===== config.mk =====
export PLATFORM = sky130hd
export DESIGN_NAME = step_dir_position_error
export DESIGN_NICKNAME = d
export VERILOG_FILES = /design/src/logic/step_dir_pkg.sv /design/src/logic/sync_edge.sv /design/src/logic/quad_decoder.sv /design/src/logic/step_dir_position_error.sv
export SDC_FILE = /design/constraint.sdc
export NUM_CORES = 1
export LEC_CHECK = 0
export CAP_MARGIN = 20
export CORE_MARGIN = 2
export CORE_UTILIZATION = 55
export DETAILED_ROUTE_END_ITERATION = 10
export DONT_BUFFER_PORTS = 1
export GPL_TIMING_DRIVEN = 0
export PLACE_DENSITY = 0.73
export SYNTH_ARGS = -nofsm -noshare
export SYNTH_HDL_FRONTEND = slang
export SYNTH_HIERARCHICAL = 1
export SYNTH_SLANG_ARGS = --single-unit

===== constraint.sdc =====
create_clock -name clk -period 7.3 [get_ports clk]
set_clock_uncertainty 0.2 [all_clocks]
set_input_delay 0.73 -clock clk [delete_from_list [all_inputs] [get_ports clk]]
set_output_delay 0.73 -clock clk [all_outputs]
set_load 0.01 [all_outputs]

===== src/logic/step_dir_pkg.sv =====
// Shared constants and types for the step/direction position error block
package step_dir_pkg;
    // Position counter width
    localparam int POS_W = 32;
    // Error output code width, 0..2.5 V full scale
    localparam int ERR_W = 8;
    // Error code for zero error, the midscale level
    localparam logic [ERR_W-1:0] ERR_MID = 8'h80;
    // Highest and lowest error codes
    localparam logic [ERR_W-1:0] ERR_MAX = 8'hFF;
    localparam logic [ERR_W-1:0] ERR_MIN = 8'h00;
    // Signed error limits that still fit the output span
    localparam int ERR_SPAN_HI = 127;
    localparam int ERR_SPAN_LO = -128;
    // Fault limit on the error magnitude, in counts
    localparam int FAULT_LIMIT = 128;
    // Reset value of both positions
    localparam logic [POS_W-1:0] POS_RESET = 32'h0000_0000;
    // Inertia modes
    typedef enum logic {INERTIA_LOW, INERTIA_HIGH} inertia_t;
endpackage : step_dir_pkg


===== src/logic/sync_edge.sv =====
// Two-flop synchroniser with a rising edge pulse on the synchronised level
`timescale 1ns/1ps
`default_nettype none
module sync_edge #(
    parameter logic RESET_VAL = 1'b0
) (
    input wire logic clk,
    input wire logic srst,
    input wire logic async,
    output logic level,
    output logic rise
);
    // All state in one record
    typedef struct packed {
        logic s1;
        logic s2;
        logic prev;
    } sync_state_t;

    sync_state_t st_q;
    sync_state_t st_d;

    ////////////////////////////////////////////////////////////////////
    // Next state: s1 feeds only s2
    always_comb begin
        st_d = st_q;
        st_d.s1 = async;
        st_d.s2 = st_q.s1;
        st_d.prev = st_q.s2;
    end

    // Register the record
    always_ff @(posedge clk) begin
        if (srst) begin
            st_q <= '{s1: RESET_VAL, s2: RESET_VAL, prev: RESET_VAL};
        end else begin
            st_q <= st_d;
        end
    end

    assign level = st_q.s2;
    assign rise = st_q.s2 & ~st_q.prev;
endmodule : sync_edge
`default_nettype wire


===== src/logic/quad_decoder.sv =====
// Times-four quadrature decoder giving an up/down count pulse
`timescale 1ns/1ps
`default_nettype none
module quad_decoder (
    input wire logic clk,
    input wire logic srst,
    input wire logic chanA,
    input wire logic chanB,
    output logic countUp,
    output logic countDown
);
    // Synchronised channels and last sampled pair
    typedef struct packed {
        logic [1:0] s1;
        logic [1:0] s2;
        logic [1:0] last;
    } quad_state_t;

    quad_state_t st_q;
    quad_state_t st_d;
    logic [3:0] trans;

    ////////////////////////////////////////////////////////////////////
    // Synchronise both channels; every edge of either counts
    always_comb begin
        st_d = st_q;
        st_d.s1 = {chanA, chanB};
        st_d.s2 = st_q.s1;
        st_d.last = st_q.s2;
    end

    // Register the record
    always_ff @(posedge clk) begin
        if (srst) begin
            st_q <= '0;
        end else begin
            st_q <= st_d;
        end
    end

    // Gray sequence 00-01-11-10 is one way, the reverse the other
    assign trans = {st_q.last, st_q.s2};
    always_comb begin
        countUp = 1'b0;
        countDown = 1'b0;
        unique case (trans)
            4'h1, 4'h7, 4'hE, 4'h8: countUp = 1'b1;
            4'h2, 4'hB, 4'hD, 4'h4: countDown = 1'b1;
            // No change, or a double step that cannot be resolved
            default: begin
                countUp = 1'b0;
                countDown = 1'b0;
            end
        endcase
    end
endmodule : quad_decoder
`default_nettype wire


===== src/logic/step_dir_position_error.sv =====
// Step/direction commanded position, encoder position and error output
`timescale 1ns/1ps
`default_nettype none
//
// Behaviour
// - Latch direction on step rising edge only
// - Direction low steps command clockwise
// - Direction high or open steps counter-clockwise
// - One increment per step rising edge only
// - One increment equals one decoded encoder count
// - High or low inertia, low by default
// - Zero error shows as midscale output
// - One code step per count, up means clockwise
// - Output stays inside the -128..+127 count span
// - Encoder decoded on every edge, four per line
// - Fault when error magnitude exceeds limit
module step_dir_position_error
    import step_dir_pkg::*;
(
    input wire logic clk,
    input wire logic srst,
    input wire logic stepIn,
    input wire logic dirIn,
    input wire logic encA,
    input wire logic encB,
    input wire logic inertiaHighSel,
    input wire logic inertiaLowSel,
    output logic [step_dir_pkg::ERR_W-1:0] errCode,
    output logic errFault,
    output logic inertiaHigh,
    output logic [step_dir_pkg::POS_W-1:0] cmdPos,
    output logic [step_dir_pkg::POS_W-1:0] actPos,
    output logic [step_dir_pkg::POS_W-1:0] posError
);
    import step_dir_pkg::*;

    // Whole state of the block
    typedef struct packed {
        logic [POS_W-1:0] cmd;
        logic [POS_W-1:0] act;
        logic [POS_W-1:0] err;
        logic [ERR_W-1:0] code;
        logic fault;
        logic inertia;
        logic [1:0] hiSync;
        logic [1:0] loSync;
    } top_state_t;

    top_state_t st_q;
    top_state_t st_d;

    // Synchronised command inputs
    logic stepLevel;
    logic stepRise;
    logic dirLevel;
    // Encoder count pulses
    logic encUp;
    logic encDown;
    // Next error as a signed value
    logic signed [POS_W-1:0] errNext;

    ////////////////////////////////////////////////////////////////////
    // Input conditioning

    // Step pin; only the rising edge is used
    sync_edge #(.RESET_VAL(1'b0)) stepSync (
        .clk(clk),
        .srst(srst),
        .async(stepIn),
        .level(stepLevel),
        .rise(stepRise)
    );

    // Direction pin; open input pulls high so reset value is one
    sync_edge #(.RESET_VAL(1'b1)) dirSync (
        .clk(clk),
        .srst(srst),
        .async(dirIn),
        .level(dirLevel),
        .rise()
    );

    // Encoder decoded on every channel edge
    quad_decoder encDec (
        .clk(clk),
        .srst(srst),
        .chanA(encA),
        .chanB(encB),
        .countUp(encUp),
        .countDown(encDown)
    );

    ////////////////////////////////////////////////////////////////////
    // Saturating map of signed error to the output code
    function automatic logic [ERR_W-1:0] err_to_code(input logic signed [POS_W-1:0] e);
        logic [ERR_W-1:0] c;
        c = ERR_MID;
        if (e > POS_W'(ERR_SPAN_HI)) begin
            c = ERR_MAX;
        end else if (e < POS_W'(ERR_SPAN_LO)) begin
            c = ERR_MIN;
        end else begin
            c = ERR_MID + e[ERR_W-1:0];
        end
        return c;
    endfunction

    ////////////////////////////////////////////////////////////////////
    // Next state
    always_comb begin
        st_d = st_q;
        // Direction is sampled in the same cycle as the synced step edge;
        // both paths share two stages so skew between them is kept equal
        if (stepRise) begin
            if (!dirLevel) begin
                st_d.cmd = st_q.cmd + 1'b1;
            end else begin
                st_d.cmd = st_q.cmd - 1'b1;
            end
        end
        // Encoder counts in the same units as commanded steps
        if (encUp) begin
            st_d.act = st_q.act + 1'b1;
        end else if (encDown) begin
            st_d.act = st_q.act - 1'b1;
        end
        // Positive error means the shaft sits clockwise of command
        errNext = $signed(st_d.act - st_d.cmd);
        st_d.err = errNext;
        // Midscale at zero, clamped at the span ends
        st_d.code = err_to_code(errNext);
        // Fault is sticky until reset
        if ((errNext > POS_W'(FAULT_LIMIT)) || (errNext < -POS_W'(FAULT_LIMIT))) begin
            st_d.fault = 1'b1;
        end
        // Inertia strap: high only when high alone is selected
        st_d.hiSync = {st_q.hiSync[0], inertiaHighSel};
        st_d.loSync = {st_q.loSync[0], inertiaLowSel};
        if (st_q.hiSync[1] && !st_q.loSync[1]) begin
            st_d.inertia = INERTIA_HIGH;
        end else begin
            st_d.inertia = INERTIA_LOW;
        end
    end

    // Register the record
    always_ff @(posedge clk) begin
        if (srst) begin
            st_q <= '{cmd: POS_RESET, act: POS_RESET, err: POS_RESET, code: ERR_MID,
                      fault: 1'b0, inertia: INERTIA_LOW, hiSync: 2'h0, loSync: 2'h0};
        end else begin
            st_q <= st_d;
        end
    end

    ////////////////////////////////////////////////////////////////////
    // Outputs straight from flops; the loop compensator that zeroes the
    // error sits outside and consumes posError/errCode
    assign errCode = st_q.code;
    assign errFault = st_q.fault;
    assign inertiaHigh = st_q.inertia;
    assign cmdPos = st_q.cmd;
    assign actPos = st_q.act;
    assign posError = st_q.err;
endmodule : step_dir_position_error
`default_nettype wire


==> run_results.csv <==
group,metric,value,unit
run_status,status,"finished clean",
clocking,clockRootBuffer,"clkbuf_16",
floorplan,std_cell_rows,47,
sta,fmax,146,MHz
clocking,cts_buffers,17,
setup_path,arrival,6.97,ns
pwr,ir_drop,0.187,mV
floorplan,start_util,0.565,
yosys,synth_cells,1160,
sta,worst_slew_pin_slew,0.833,ns
sta,relSlewSlack,0.440,
yosys,netlist_area,9360,sq um
clocking,clkTransAtPathRegs,0.06,ns
floorplan,fp.dieH,134,microns
setup_path,r2r.worst_path.cells,21,
finish,antenna_cells,0,
drt,wl,24000,microns
sta,hold_slack,0.166,ns
sta,hold_violations,0,
yosys,syn-mean-instance-area,8.07,sq um
placed_design,hpwlAfterDp,18700,microns
sta,period_share,0.941,
drt,viasPerCell,5.87,
yosys,synth-warning-count,6,
floorplan,io_pins,114,
setup_path,reg2reg_from,"stepSync/level$_SDFF_PP0_",
sta,finalSetupViolations,0,
placed_design,dp.cells,1381,
global_route,grt_util_all_layers,0.268,
global_route,grt_max_degree,23,
global_route,grt_pass1_vias,7633,
pwr,power.total,3.65,mW
setup_path,crit_fanout,19,
setup_path,worst_setup_path_start_kind,"flip-flop",
floorplan,die_w,134,microns
min_path,hold_end,"encDec/st_d[3]$_SDFF_PP0_",
min_path,hold_class,"in2reg",
finish,layout.nets,1241,
sta,final.min_clock_period,6.87,ns
sta,drv_slew,0,
sta,grt_setup_unrepaired,"false",
setup_path,reg2reg_to,"errCode[4]$_SDFF_PP0_",
clocking,post-cts-setup-buffers,0,
drt,drt_iter0_markers,711,
setup_path,worstPathRequired,7.40,ns
clocking,cts_buffer_depth,2,
global_route,grt_pass1_wl,38700,microns
drt,ant_nets,0,
pwr,p_per_area,354,nW/um^2
drt,post_drt_wl_per_cell,17.0,microns
global_route,antenna_found_initial,0,
finish,layout-drive-gt1-share,0.153,
finish,instances_no_fill,1412,
setup_path,crit_type,"reg2reg",
clocking,cts_tree,"yes",
placed_design,numPortBuffers,0,
global_route,grt-ovfl-total,0,
min_path,hp-start,"srst",
setup_path,rrSetupSlack,0.43,ns
drt,drc,0,
clocking,cts_sinks,121,
placed_design,gp_congestion,0.939,
floorplan,core,16600,sq um
setup_path,cp-end-kind,"flip-flop",
drt,dr.pass1.iters,5,
drt,vias,8285,
run,drv_cap,0,
clocking,clk-insertion-delay-late,0.43,ns
clocking,h-tree-depth,4,
floorplan,dieArea,18100,sq um
min_path,min_delay_path_depth,1,
finish,syn_to_final_growth,10.0,%
yosys,syn_nets,1222,
pwr,p_leak,4.57,nW
==> what timing repair did <==
item,CTS,global route
hold buffers,0,0
gates resized for setup,4,3
setup endpoints to repair,11,8
hold endpoints to repair,0,0
==> flip-flops by register name (all words and copies together), names as in the netlist <==
signal	flops
actPos	32
cmdPos	32
dirSync/level	1
dirSync/st_d	1
encDec/st_d	4
encDec/st_q	2
errCode	8
errFault	1
inertiaHigh	1
posError	32
st_d	2
st_q	2
stepSync/level	1
stepSync/st_d	1
stepSync/st_q	1
==> power breakdown <==
group / switching (mW) / internal, mW / leakage, nW
Combinational: 1.13 / 0.758 / 3.27
Clock: 0.346 / 0.554 / 0.301
Sequential: 0.0654 / 0.795 / 0.995
==> metal layers <==
metal  share of wire  vias up  track usage  wire, microns
li1                -     4113            -              -
met1            0.47     3818        0.375          11300
met2            0.43      306        0.417          10400
met3           0.064       48       0.0402           1530
met4           0.031        0        0.106            737
met5               0        -            0              0
==> through the flow <==
| stage | area, sq um | utilization | setup WS, ns | TNS (ns) |
|---|---|---|---|---|
| 6_report | 10300 | 0.621 | 0.433 | 0 |
| 5_1_grt | 10300 | 0.621 | 0.0248 | 0 |
| 4_1_cts | 10300 | 0.621 | 0.138 | 0 |
| 3_5_place_dp | 9660 | 0.583 | -0.786 | -6.46 |
| 3_3_place_gp | 9640 | 0.581 | -0.768 | -6.27 |
| 2_1_floorplan | 9360 | - | 1.25 | 0 |
==> cell type report <==
type,count,area [sq um]
timing repair buffer,1,27.5
sequential,121,2420
clock buffer,18,439
buffer,145,942
inverter,30,113
fill,1506,6290
tap,220,275
multi-input combinational,863,5890
clock inverter,14,183
==> how the worst max path moves through the flow <==
stage,start,end,slack (ns),cells after the start
4_1_cts,stepSync/level$_SDFF_PP0_,errCode[4]$_SDFF_PP0_,0.14,23
3_5_place_dp,stepSync/level$_SDFF_PP0_,errCode[4]$_SDFF_PP0_,-0.79,22
6_report,stepSync/level$_SDFF_PP0_,errCode[4]$_SDFF_PP0_,0.43,21
2_1_floorplan,dirSync/level$_SDFF_PP1_,errCode[5]$_SDFF_PP0_,1.25,25
3_3_place_gp,stepSync/level$_SDFF_PP0_,errCode[4]$_SDFF_PP0_,-0.77,22
5_1_grt,stepSync/level$_SDFF_PP0_,errCode[2]$_SDFF_PP0_,0.02,22
==> placed cells by master, fill, tap and decap left out, types with 20 or more instances in the layout <==
master and n:
ha_1 52, nand3_1 28, o21ai_0 31, nor2_1 138, nor3_1 32, a21oi_1 53
nand2_1 64, dfxtp_1 120, nor2b_1 20, buf_4 104, and2_1 44, clkbuf_1 33
xor2_1 39, inv_1 28, mux2i_1 21, a21o_1 22, xnor2_1 50
==> worst max-delay path: stages, from the launching register on <==
cell,delay (ns)
dfxtp_1,0.32
nor2b_2,0.34
clkbuf_2,0.44
buf_2,0.39
buf_2,0.45
mux2i_1,0.39
ha_1,0.33
o21a_1,0.19
o21ai_0,0.24
a21oi_1,0.07
nor2_1,0.17
o21bai_1,0.09
maj3_1,0.38
a211o_1,0.35
a31oi_1,0.37
o311a_1,0.45
a2111o_1,0.20
nor4b_2,0.41
nand3_1,0.15
nor4_2,0.35
a211o_1,0.33
o21ai_1,0.10
Power figures use the tool's default switching activity.
